### src/spfs_pkg.sv
package spfs_pkg;
  // clock rate
  localparam real CLK_PERIOD_NS    = 10.0;
  // control/status register field positions
  localparam int  CTRL_EN_BIT      = 0;   // operation enable
  localparam int  CTRL_ERASE_BIT   = 1;   // page erase select
  localparam int  CTRL_WRITE_BIT   = 2;   // page write select
  localparam int  CTRL_REEN_BIT    = 4;   // concurrent section re-enable
  localparam int  CTRL_BUSY_BIT    = 6;   // concurrent section busy, read only
  localparam int  CTRL_IE_BIT      = 7;   // completion interrupt enable
  localparam logic [7:0] CTRL_RESET = 8'h00;
  // command codes on bits 6..0; bit 7 is the interrupt enable
  localparam logic [6:0] CMD_LOAD  = 7'h01;
  localparam logic [6:0] CMD_ERASE = 7'h03;
  localparam logic [6:0] CMD_WRITE = 7'h05;
  localparam logic [6:0] CMD_REEN  = 7'h11;
  // store instruction must follow the command within this many cycles
  localparam logic [2:0] WINDOW_CYCLES = 3'h4;
  // programming time per operation
  localparam real OP_MIN_MS = 3.7;
  localparam real OP_MAX_MS = 4.5;
  localparam int  OP_MIN_CYCLES = int'($ceil(OP_MIN_MS * 1.0e6 / CLK_PERIOD_NS - 1.0e-6));
  localparam int  OP_MAX_CYCLES = int'($floor(OP_MAX_MS * 1.0e6 / CLK_PERIOD_NS + 1.0e-6));
  // geometry defaults
  localparam int  FLASH_BYTES_DEF   = 131072;
  localparam int  PAGE_WORDS_DEF    = 128;
  localparam int  BOOT_START_DEF    = 'h1F000;  // boot loader start word
  localparam int  HALT_FIRST_PAGE   = 480;      // first page of halting section
  localparam int  EXT_NEEDED_BYTES  = 65536;    // above this the extension byte exists
  localparam logic [15:0] ERASED_WORD = 16'hFFFF;
  // sequencer states
  typedef enum logic [1:0] {
    SEQ_IDLE,
    SEQ_ARMED,
    SEQ_OP
  } spfs_state_t;
endpackage

### src/spfs_buf_if.sv
`timescale 1ns/10ps
`default_nettype none
// temporary page buffer port between sequencer and storage
interface spfs_buf_if #(parameter int WB = 7);
  logic          wrEn;    // load one word
  logic [WB-1:0] wrAddr;  // word within page
  logic [15:0]   wrData;  // data pair
  logic          clr;     // discard every loaded word
  logic [WB-1:0] rdAddr;  // readout address
  logic [15:0]   rdData;  // registered readout
  modport seq (output wrEn, wrAddr, wrData, clr, rdAddr, input rdData);
  modport mem (input wrEn, wrAddr, wrData, clr, rdAddr, output rdData);
endinterface
`default_nettype wire

### src/spfs_op_timer.sv
`timescale 1ns/10ps
`default_nettype none
module spfs_op_timer #(
  parameter int CYCLES = spfs_pkg::OP_MIN_CYCLES
) (
  // clock and reset
  input  wire logic clk,
  input  wire logic nrst,
  // control
  input  wire logic start,
  output var  logic done
);
  import spfs_pkg::*;
  localparam int CW = $clog2(CYCLES + 1);
  if (CYCLES < 2) begin : g_bad_cycles
    $error("CYCLES must be at least 2");
  end
  typedef struct packed {
    logic [CW-1:0] cnt;   // cycles left
    logic          run;   // counting
    logic          done;  // one-cycle end pulse
  } spfs_tmr_state_t;
  spfs_tmr_state_t s_q, s_d;

  // single down counter; stands in for the oscillator-timed flash pulse
  always_comb begin
    s_d = s_q;
    s_d.done = 1'b0;
    if (start) begin
      s_d.cnt = CW'(CYCLES - 1);
      s_d.run = 1'b1;
    end else if (s_q.run) begin
      if (s_q.cnt == '0) begin
        s_d.run  = 1'b0;
        s_d.done = 1'b1;
      end else begin
        s_d.cnt = s_q.cnt - 1'b1;
      end
    end
  end

  // state register
  always_ff @(posedge clk or negedge nrst) begin
    if (!nrst) begin
      s_q <= '0;
    end else begin
      s_q <= s_d;
    end
  end
  assign done = s_q.done;
endmodule // spfs_op_timer
`default_nettype wire

### src/spfs_page_buffer.sv
`timescale 1ns/10ps
`default_nettype none
module spfs_page_buffer #(
  parameter int WORDS = spfs_pkg::PAGE_WORDS_DEF
) (
  // clock and reset
  input wire logic clk,
  input wire logic nrst,
  // buffer port
  spfs_buf_if.mem  bus
);
  import spfs_pkg::*;
  if (WORDS < 2 || (WORDS & (WORDS - 1)) != 0) begin : g_bad_words
    $error("WORDS must be a power of two");
  end
  typedef struct packed {
    logic [WORDS-1:0][15:0] mem;    // word storage
    logic [WORDS-1:0]       valid;  // word loaded since last clear
    logic [15:0]            rd;     // readout register
  } spfs_buf_state_t;
  spfs_buf_state_t s_q, s_d;

  // clear drops valid marks only, so a whole-page clear costs one cycle
  always_comb begin
    s_d = s_q;
    s_d.rd = s_q.valid[bus.rdAddr] ? s_q.mem[bus.rdAddr] : ERASED_WORD;
    if (bus.clr) begin
      s_d.valid = '0;
    end
    // any address order is fine; each word has its own slot
    if (bus.wrEn) begin
      s_d.mem[bus.wrAddr]   = bus.wrData;
      s_d.valid[bus.wrAddr] = 1'b1;
    end
  end

  // storage register; system reset empties the buffer
  always_ff @(posedge clk or negedge nrst) begin
    if (!nrst) begin
      s_q <= '0;
    end else begin
      s_q <= s_d;
    end
  end
  assign bus.rdData = s_q.rd;
endmodule // spfs_page_buffer
`default_nettype wire

### src/spfs_sequencer.sv
`timescale 1ns/10ps
`default_nettype none
module spfs_sequencer #(
  parameter int FLASH_BYTES = spfs_pkg::FLASH_BYTES_DEF,
  parameter int PAGE_WORDS  = spfs_pkg::PAGE_WORDS_DEF,
  parameter int BOOT_START  = spfs_pkg::BOOT_START_DEF,
  parameter int HALT_PAGE   = spfs_pkg::HALT_FIRST_PAGE,
  parameter int OP_CYCLES   = spfs_pkg::OP_MIN_CYCLES
) (
  // clock and reset
  input  wire logic                                clk,
  input  wire logic                                nrst,
  // boot fuse, input only
  input  wire logic                                bootFuse,
  output var  logic [$clog2(FLASH_BYTES)-2:0]      resetVector,
  // control/status register access
  input  wire logic                                ctrlWrEn,
  input  wire logic [7:0]                          ctrlWrData,
  output var  logic [7:0]                          ctrlRdData,
  // pointer and data from the core
  input  wire logic [7:0]                          ptrExt,
  input  wire logic [7:0]                          ptrHigh,
  input  wire logic [7:0]                          ptrLow,
  input  wire logic [15:0]                         dataPair,
  // instruction strobes
  input  wire logic                                spmExec,
  input  wire logic                                lpmExec,
  input  wire logic                                eepromWrite,
  // byte read address
  output var  logic [$clog2(FLASH_BYTES)-2:0]      lpmWordAddr,
  output var  logic                                lpmByteSel,
  // core and section status
  output var  logic                                cpuHalt,
  output var  logic                                rwReadBlock,
  output var  logic                                flashIrq,
  // flash array side
  output var  logic                                flashErase,
  output var  logic                                flashWrite,
  output var  logic [$clog2(FLASH_BYTES)-$clog2(PAGE_WORDS)-2:0] flashPage,
  output var  logic                                progValid,
  output var  logic [$clog2(PAGE_WORDS)-1:0]       progAddr,
  output var  logic [15:0]                         progData
);
  import spfs_pkg::*;
  localparam int AB = $clog2(FLASH_BYTES);  // byte address bits
  localparam int WB = $clog2(PAGE_WORDS);   // word-in-page bits
  localparam int PB = AB - 1 - WB;          // page bits
  if ((FLASH_BYTES & (FLASH_BYTES - 1)) != 0 || AB > 24 || AB < WB + 3) begin : g_bad_flash
    $error("FLASH_BYTES unsupported");
  end
  if (PAGE_WORDS < 2 || (PAGE_WORDS & (PAGE_WORDS - 1)) != 0) begin : g_bad_page
    $error("PAGE_WORDS must be a power of two");
  end

  typedef struct packed {
    spfs_state_t    st;       // sequencer state
    logic [2:0]     win;      // store window left
    logic           ie;       // interrupt enable
    logic           en;       // operation enable
    logic           ers;      // erase selected
    logic           wrt;      // write selected
    logic           busy;     // concurrent section busy
    logic           halt;     // core halted
    logic           caught;   // boot fuse sampled
    logic [AB-2:0]  vec;      // reset vector
    logic [PB-1:0]  page;     // latched target page
    logic           strm;     // buffer readout running
    logic [WB-1:0]  idx;      // readout index
    logic           pVld;     // readout word valid
    logic [WB-1:0]  pAddr;    // readout word address
    logic [AB-2:0]  lAddr;    // byte read word address
    logic           lSel;     // byte read byte select
    logic           irq;      // interrupt level
    logic [7:0]     rd;       // register readback
  } spfs_seq_state_t;
  spfs_seq_state_t s_q, s_d;

  logic [23:0]   ptr;        // composite pointer
  logic [6:0]    cmd;        // written command code
  logic          bufWr;      // buffer load strobe
  logic          bufClr;     // buffer clear strobe
  logic          tmrStart;   // start programming timer
  logic          tmrDone;    // programming time over

  spfs_buf_if #(.WB(WB)) bif ();

  // page buffer storage
  spfs_page_buffer #(.WORDS(PAGE_WORDS)) u_buf (
    .clk  (clk),
    .nrst (nrst),
    .bus  (bif)
  );

  // programming time base
  spfs_op_timer #(.CYCLES(OP_CYCLES)) u_tmr (
    .clk   (clk),
    .nrst  (nrst),
    .start (tmrStart),
    .done  (tmrDone)
  );

  // extension byte only exists on parts above 64K bytes
  assign ptr = {((FLASH_BYTES > EXT_NEEDED_BYTES) ? ptrExt : 8'h00), ptrHigh, ptrLow};
  assign cmd = ctrlWrData[6:0];

  // buffer port: loads take the word field, data pair as given
  assign bif.wrEn   = bufWr;
  assign bif.wrAddr = ptr[WB:1];
  assign bif.wrData = dataPair;
  assign bif.clr    = bufClr;
  assign bif.rdAddr = s_q.idx;

  // next-state logic
  always_comb begin
    s_d      = s_q;
    bufWr    = 1'b0;
    bufClr   = 1'b0;
    tmrStart = 1'b0;
    // fuse has no write path; sampled once after reset release
    if (!s_q.caught) begin
      s_d.caught = 1'b1;
      s_d.vec    = bootFuse ? '0 : (AB-1)'(BOOT_START);
    end
    // interrupt enable may change in any state
    if (ctrlWrEn) begin
      s_d.ie = ctrlWrData[CTRL_IE_BIT];
    end
    case (s_q.st)
      SEQ_IDLE: begin
        if (ctrlWrEn && cmd == CMD_REEN) begin
          s_d.busy = 1'b0;
          bufClr   = 1'b1;
        end else if (ctrlWrEn && (cmd == CMD_LOAD || cmd == CMD_ERASE || cmd == CMD_WRITE)) begin
          s_d.en  = 1'b1;
          s_d.ers = cmd[CTRL_ERASE_BIT];
          s_d.wrt = cmd[CTRL_WRITE_BIT];
          s_d.win = WINDOW_CYCLES;
          s_d.st  = SEQ_ARMED;
        end
      end
      SEQ_ARMED: begin
        if (spmExec) begin
          if (!s_q.ers && !s_q.wrt) begin
            bufWr  = 1'b1;
            s_d.en = 1'b0;
            s_d.st = SEQ_IDLE;
          end else begin
            // only the page field is used; data and word bits ignored
            s_d.page = ptr[AB-1:WB+1];
            s_d.busy = 1'b1;
            s_d.halt = (ptr[AB-1:WB+1] >= PB'(HALT_PAGE));
            s_d.strm = s_q.wrt;
            s_d.idx  = '0;
            tmrStart = 1'b1;
            s_d.st   = SEQ_OP;
          end
        end else if (s_q.win == 3'h1) begin
          s_d.en  = 1'b0;
          s_d.ers = 1'b0;
          s_d.wrt = 1'b0;
          s_d.st  = SEQ_IDLE;
        end else begin
          s_d.win = s_q.win - 1'b1;
        end
      end
      SEQ_OP: begin
        // enable stays set until the timer ends the operation
        if (tmrDone) begin
          bufClr  = s_q.wrt;
          s_d.en  = 1'b0;
          s_d.ers = 1'b0;
          s_d.wrt = 1'b0;
          s_d.halt = 1'b0;
          s_d.st  = SEQ_IDLE;
        end
      end
      default: begin
        s_d.st = SEQ_IDLE;
      end
    endcase
    // eeprom write loses loaded words; not during an erase or write operation
    if (eepromWrite && s_q.st != SEQ_OP) begin
      bufClr = 1'b1;
    end
    // buffer streams out to the array at the start of a page write
    s_d.pVld  = s_q.strm;
    s_d.pAddr = s_q.idx;
    if (s_q.strm) begin
      s_d.idx = s_q.idx + 1'b1;
      if (s_q.idx == WB'(PAGE_WORDS - 1)) begin
        s_d.strm = 1'b0;
      end
    end
    // byte read: pointer is a byte address, bit 0 picks the byte
    if (lpmExec) begin
      s_d.lAddr = ptr[AB-1:1];
      s_d.lSel  = ptr[0];
    end
    // interrupt holds while enabled and the enable bit reads clear
    s_d.irq = s_d.ie && !s_d.en;
    s_d.rd  = '0;
    s_d.rd[CTRL_IE_BIT]    = s_d.ie;
    s_d.rd[CTRL_BUSY_BIT]  = s_d.busy;
    s_d.rd[CTRL_WRITE_BIT] = s_d.wrt;
    s_d.rd[CTRL_ERASE_BIT] = s_d.ers;
    s_d.rd[CTRL_EN_BIT]    = s_d.en;
  end

  // state register; vector reset value is constant, fuse caught after release
  always_ff @(posedge clk or negedge nrst) begin
    if (!nrst) begin
      s_q    <= '0;
      s_q.st <= SEQ_IDLE;
    end else begin
      s_q <= s_d;
    end
  end

  // outputs from state flops; erase and write also decode the sequencer state
  assign resetVector = s_q.vec;
  assign ctrlRdData  = s_q.rd;
  assign lpmWordAddr = s_q.lAddr;
  assign lpmByteSel  = s_q.lSel;
  assign cpuHalt     = s_q.halt;
  assign rwReadBlock = s_q.busy;
  assign flashIrq    = s_q.irq;
  assign flashErase  = (s_q.st == SEQ_OP) && s_q.ers;
  assign flashWrite  = (s_q.st == SEQ_OP) && s_q.wrt;
  assign flashPage   = s_q.page;
  assign progValid   = s_q.pVld;
  assign progAddr    = s_q.pAddr;
  assign progData    = bif.rdData;

  // helper: cycles spent in the operation state
  logic [31:0] opLen_q;
  always_ff @(posedge clk or negedge nrst) begin
    if (!nrst) begin
      opLen_q <= '0;
    end else begin
      opLen_q <= (s_q.st == SEQ_OP) ? opLen_q + 32'h1 : 32'h0;
    end
  end

  // helpers for the checks below; sampled-value calls want plain signals
  logic          inOp;    // operation state
  logic [AB-1:0] lpmPtr;  // pointer bits a byte read uses
  assign inOp   = (s_q.st == SEQ_OP);
  assign lpmPtr = ptr[AB-1:0];
endmodule // spfs_sequencer
`default_nettype wire

### config.mk
export PLATFORM = sky130hd
export DESIGN_NAME = spfs_sequencer
export DESIGN_NICKNAME = d
export VERILOG_FILES = /design/src/spfs_pkg.sv /design/src/spfs_buf_if.sv /design/src/spfs_op_timer.sv /design/src/spfs_page_buffer.sv /design/src/spfs_sequencer.sv
export SDC_FILE = /design/constraint.sdc
export NUM_CORES = 2
export LEC_CHECK = 0
export ABC_AREA = 1
export CORE_ASPECT_RATIO = 1.5
export CORE_MARGIN = 2
export CORE_UTILIZATION = 50
export DETAILED_ROUTE_END_ITERATION = 8
export DONT_BUFFER_PORTS = 1
export PLACE_DENSITY = 0.7
export REMOVE_ABC_BUFFERS = 1
export SLEW_MARGIN = 40
export SYNTH_ARGS = -nofsm -noshare
export SYNTH_HDL_FRONTEND = slang
export SYNTH_SLANG_ARGS = --single-unit
export TNS_END_PERCENT = 5
### constraint.sdc
create_clock -name clk -period 2.46 [get_ports clk]
set_input_delay 0.246 -clock clk [delete_from_list [all_inputs] [get_ports clk]]
set_output_delay 0.246 -clock clk [all_outputs]
set_load 0.01 [all_outputs]
* Yosys cells after proc, flatten, opt, wreduce, memory -nomap -nowiden
Cells that the tools add are included.
** Word-level totals
- Bits in registers :: 2289
- Input port bits :: 55
- Logic and storage cells :: 264
** Cells by class
- $add $sub $neg :: 3
- Magnitude comparators :: 4
- Eq/ne operators :: 19
- Muxes and demuxes :: 58
- Bitwise operators :: 2
- Reductions and logical operators :: 26
** Operators with widths (number)
- $bwmux 2048 :: 1
- $mux 128 :: 2
- $or 128x128->128 :: 1
- $bmux 16 s7 :: 1
- $demux 16 s7 :: 1
- $mux 16 :: 4
- $mux 8 :: 4
- $mux 21 :: 1
- $mux 20 :: 1
- $logic_not 19->1 :: 1
- $mux 19 :: 1
- $sub 19x1->19 const B :: 1
- $mux 1 :: 18
- $mux 3 :: 6
- $ne 2x2->1 const B :: 9
- $lt 7x8->1 const B :: 2
- $mux 2 :: 8
- $mux 5 :: 2
- $reduce_bool 2->1 :: 5
- $ge 9x9->1 const B :: 1
- $pmux 3 s3 :: 1
- $logic_and 1x1->1 :: 8
- $reduce_and 4->1 :: 2
- $add 7x1->7 const B :: 1
- other kinds (24) :: 30

* Depth between registers and ports, before layout
- Word-level depth :: 9
- Depth in mapped cells :: 14
- Gate-level depth less buffers :: 13

* Modules after synthesis
From an unflattened synthesis, not the netlist that was laid out.
** Second synthesis, totals
- Cells, all modules :: 12955
- Area, all modules :: 103162.7 µm²
** Modules (own cells, without submodules)
- spfs_page_buffer :: instances 1, cells each 12474, area an instance 98962.4 µm²
- spfs_sequencer :: instances 1, cells each 301, area an instance 2826.5 µm²
- spfs_op_timer :: instances 1, cells each 180, area an instance 1373.8 µm²

* Worst setup path before layout
OpenSTA, ideal clock, no wires.
- Path type :: reg-to-reg
- Start point :: register s_q, in the netlist bif.rdAddr[1]
- End point :: register u_buf.s_q, in the netlist u_buf.bus.rdData[2]
- Arrival time :: 1782 ps
- Required time :: 2337 ps
- Path slack :: 556 ps
- Stages on the path, launching flop included :: 15
- Clock period less this slack :: 1904 ps
- Cell sequence :: dfrtp_1 buf_2 clkinv_1 buf_2 buf_2 clkbuf_1 nand3_1 nand3_1 nand2_1 nand2_1 nand3_1 nand3_1 nand3_1 nand2_1 nand2_1
** RTL lines
- from (decl) :: line spfs_sequencer.sv:76 : spfs_seq_state_t s_q, s_d;
- to (signal assigned) :: line spfs_page_buffer.sv:40 : s_q <= '0;
- to (signal assigned) :: line spfs_page_buffer.sv:42 : s_q <= s_d;
- to (decl) :: line spfs_page_buffer.sv:21 : spfs_buf_state_t s_q, s_d;

==> summary.txt <==
Global route
  – First-pass GRT wire length: between 500000 and 600000 µm
  – Number of global-route vias before repair: 86924
  – Largest net degree at the start of global routing: 148
  – GRT Residual Overflow: 0
  – All-Layer GR Usage: 30.3%
  – Antenna violations before repair: 5

Critical path
  – WP data arrival: 3.26 ns
  – Worst path slowest cell: dfrtp_4
  – Most Frequent Cell on Critical Path: nand2_1
  – Worst path max stage delay: about 0.49 ns
  – CP Class: flop to flop
  – Worst R2R Start: bif.rdAddr[0]$_DFFE_PN0P_
  – Critical Path End Type: flop
  – CP cell instances: buf_12 -> clkinv_16 -> buf_12 -> buf_4 -> clkbuf_16 -> nand2_1 -> nand3_1 -> nand3_1 -> nand2_1 -> nand2_1 -> nand3_1 -> buf_12 -> nand3_2 -> nand3_2 -> nand2_1 -> nand2_1
  – FF-to-FF End: u_buf.bus.rdData[11]$_DFF_PN0_
  – Crit path required time: around 3.2 ns
  – Startpoint Class: flop
  – Reg2Reg Depth: 16
  – R2R setup slack: -0.06 ns
  – Crit Path Max Fanout: 20

CTS
  – Cts hold-fix bufs: 78
  – Clk Latency, worst-skew pair: 0.88 ns
  – Clock Tree Buf Depth: 4
  – CTS tree: done
  – Num CTS Buffers: ~210
  – Clock root buffer: clkbuf_16
  – H-tree depth: 4
  – Sink Count: 2269
  – Clock Pin Slew Worst Setup and Hold Paths: 0.07 ns

Timing
  – Hold_ws: -0.932 ns
  – Pins Over Slew Limit: 0
  – Worst-margin pin slew: 0.821 ns
  – Crit share post-route: 103%
  – Max_slew headroom: 44.9%
  – Fmax achieved: roughly 0.40 GHz
  – Final hold violation count: 232
  – Final setup fails: 17
  – Min setup slack post-route: -0.0634 ns
  – Clock skew: 0.0407 ns
  – RSZ-0062 raised after global routing: yes
  – Fin crit period: approximately 2.5 ns

Die
  – Die height: 560 µm
  – Die area: 210000 µm²
  – Row count: 204
  – Core area: 205000 µm²
  – Die W: around 370 µm
  – Initial Utilization: 50.2%
  – IO Pins: 134

Route
  – DR WL/cell: 21.0 µm
  – Final ANT Viol Nets: 0
  – Iteration-0 DRC count of the detailed router: between 10000 and 15000
  – Total Routed Length: 324000 µm
  – Vias per inst: 5.87
  – Drt first pass iters: 8
  – DRC viols: 0
  – Vias post-DR: between 90000 and 100k

Place
  – HPWL Detailed: around 200000 µm
  – RePlAce Congestion: 0.924
  – # port buffers: 0

Min path
  – Hold crit path type: input pin to asynchronous set/reset pin

Power
  – Maximum vdd drop: between 0.6 and 0.7 mV
  – PnR Total Power: 0.117 W
  – LEAKAGE: roughly 54 nW
  – Power Density: 987 nW/µm²

Layout
  – Most common library cell in the layout ignoring fill and taps: nand2_1
  – Share of layout cells above drive strength 1: a little under a tenth
  – Area Overhead vs Synth: 15.0%
  – Nets: 12638
  – Commonest cells after routing, fill and taps aside: 5011 x nand2_1, 2264 x dfrtp_1, 2048 x o21ai_0
  – FILL cells: 17705

Yosys
  – Async SR Flop Fraction: 100%
  – Syn Area/Cell: 8.02 µm²
  – Post-synthesis cell area: 103000 µm²
  – Ys Warns: 0
  – Synth Register Bits: about 2300
  – EDFF count, synth: 0
  – Synthesized instance count: 12875
  – Main flop type after synthesis: dfrtp_1
  – Post-synth cell types: 42
  – Post-synthesis sequential area ratio: between 50% and 60%

Job
  – Max-cap violations: 0

Outcome
  – Status: finished with violations
  – Failing checks: hold timing, setup timing
-- repair_timing --
item	in CTS	in global routing
gates cloned	6	19
setup buffers	10	11
hold endpoints to repair	2144	232
resized for setup	61	172
setup endpoints to repair	134	233
pin swaps	2	24
-- worst max-delay path by stage --
stage	cells after the start	to	slack (ns)	start
6_report	16	u_buf.bus.rdData[11]$_DFF_PN0_	-0.06	bif.rdAddr[0]$_DFFE_PN0P_
5_1_grt	16	u_buf.bus.rdData[4]$_DFF_PN0_	-0.14	bif.rdAddr[0]$_DFFE_PN0P_
4_1_cts	14	u_buf.bus.rdData[8]$_DFF_PN0_	-0.11	bif.rdAddr[0]$_DFFE_PN0P_
3_5_place_dp	7	u_buf.s_q[632]$_DFFE_PN0P_	-1.06	nrst
3_3_place_gp	4	u_buf.s_q[456]$_DFFE_PN0P_	-1.70	nrst
2_1_floorplan	10	u_buf.bus.rdData[15]$_DFF_PN0_	-60.40	bif.rdAddr[0]$_DFFE_PN0P_
-- flip-flops by register name, indices dropped and copies added, names as in the netlist --
name	cells
u_buf.s_q	2176
u_tmr.s_q	20
lpmWordAddr	16
u_buf.bus.rdData	16
flashPage	9
bif.rdAddr	7
progAddr	7
s_q	6
ctrlRdData	5
cpuHalt	1
flashIrq	1
lpmByteSel	1
progValid	1
resetVector	1
s_d	1
u_tmr.done	1
-- Yosys cell counts (2+ instances only) --
master    instances  area share [%]
nand2_1        5030              18
dfrtp_1        2269              55
o21ai_0        2049             9.9
nand3_1        1892             9.2
clkbuf_1        848             3.1
buf_2           211             1.0
buf_4            89            0.65
inv_1            75            0.27
buf_1            72            0.26
a22o_1           71            0.60
nand4_1          70            0.42
nor2_1           46            0.17
o21ai_1          27            0.13
a21oi_1          15           0.073
inv_2             9           0.033
nand2_2           9           0.055
xor2_1            9           0.076
mux2_2            8           0.087
nor3_1            8           0.039
nor3_2            8           0.078
o22ai_1           8           0.048
nor2_2            6           0.036
nor4_4            6            0.12
clkinv_1          5           0.018
ha_1              4           0.048
nor4_1            4           0.024
or2_2             4           0.024
a22oi_1           3           0.022
nor4_2            3           0.036
a31oi_1           2           0.012
a32oi_1           2           0.017
conb_1            2          0.0073
nor2_8            2           0.039
-- cell families (layout without fill, tap and decap cells) --
kind of cell | after synthesis | in the layout | share of synthesized area, %
AND/OR/NAND/NOR | 7090 | 7090 | 28.5
other | 2 | 19 | 0.00728
multiplexers | 8 | 8 | 0.0873
XOR/XNOR | 10 | 10 | 0.0849
buffers and inverters | 1310 | 1151 | 5.34
flip-flops | 2269 | 2269 | 55.0
AO/OA/AOI/OAI | 2182 | 2182 | 10.9
adder cells (fa/ha/maj) | 4 | 4 | 0.0485
-- layer usage --
| metal | global-route usage [%] | routed length [µm] | up-vias | part of all wire [%] |
|---|---|---|---|---|
| met3 | 5.05 | 26300 | 737 | 8.1 |
| met2 | 49.3 | 155000 | 4082 | 48 |
| met4 | 16.4 | 17200 | 4 | 5.3 |
| met5 | 0 | 27 | - | 0.0083 |
| met1 | 38.7 | 125000 | 44144 | 39 |
| li1 | - | - | 41474 | - |
-- critical path, delay by kind of cell (launching register included) --
| family | cells | cell delay (ns) |
|---|---|---|
| flops | 1 | 0.49 |
| simple gates | 10 | 0.94 |
| buf+inv | 6 | 0.95 |
-- power by group --
part / switching (W) / total [W] / internal, W
sequential: 0.000795 / 0.0387 / 0.0379
combinational: 0.0297 / 0.0453 / 0.0156
clock: 0.0144 / 0.0332 / 0.0188
-- metrics by stage --
stage	worst slack, ns	utilization (%)	std cells	instance area [µm²]	TNS [ns]
detailed placement	-1.06	53.0	14920	109000	-234.45
global placement	-1.70	52.8	14906	108000	-854.66
CTS	-0.113	57.1	15379	117000	-0.940
finish	-0.0634	57.8	15411	119000	-0.632
floorplan	-60.40	-	11668	98100	-1494.87
global route	-0.139	57.8	15409	119000	-2.11
-- layout make-up --
cell class,instances,area (µm²),area share (%)
Antenna cell,3,7.51,0.00633
Clock buffer,313,6200,5.22
Clock inverter,52,672,0.566
Inverter,89,424,0.357
Multi-Input combinational cell,9310,41900,35.3
Sequential cell,2269,56800,47.9
Tap cell,2678,3350,2.82
Timing Repair Buffer,696,9330,7.86
Timing Repair inverter,1,8.76,0.00738
(Power assumes the default switching activity.)
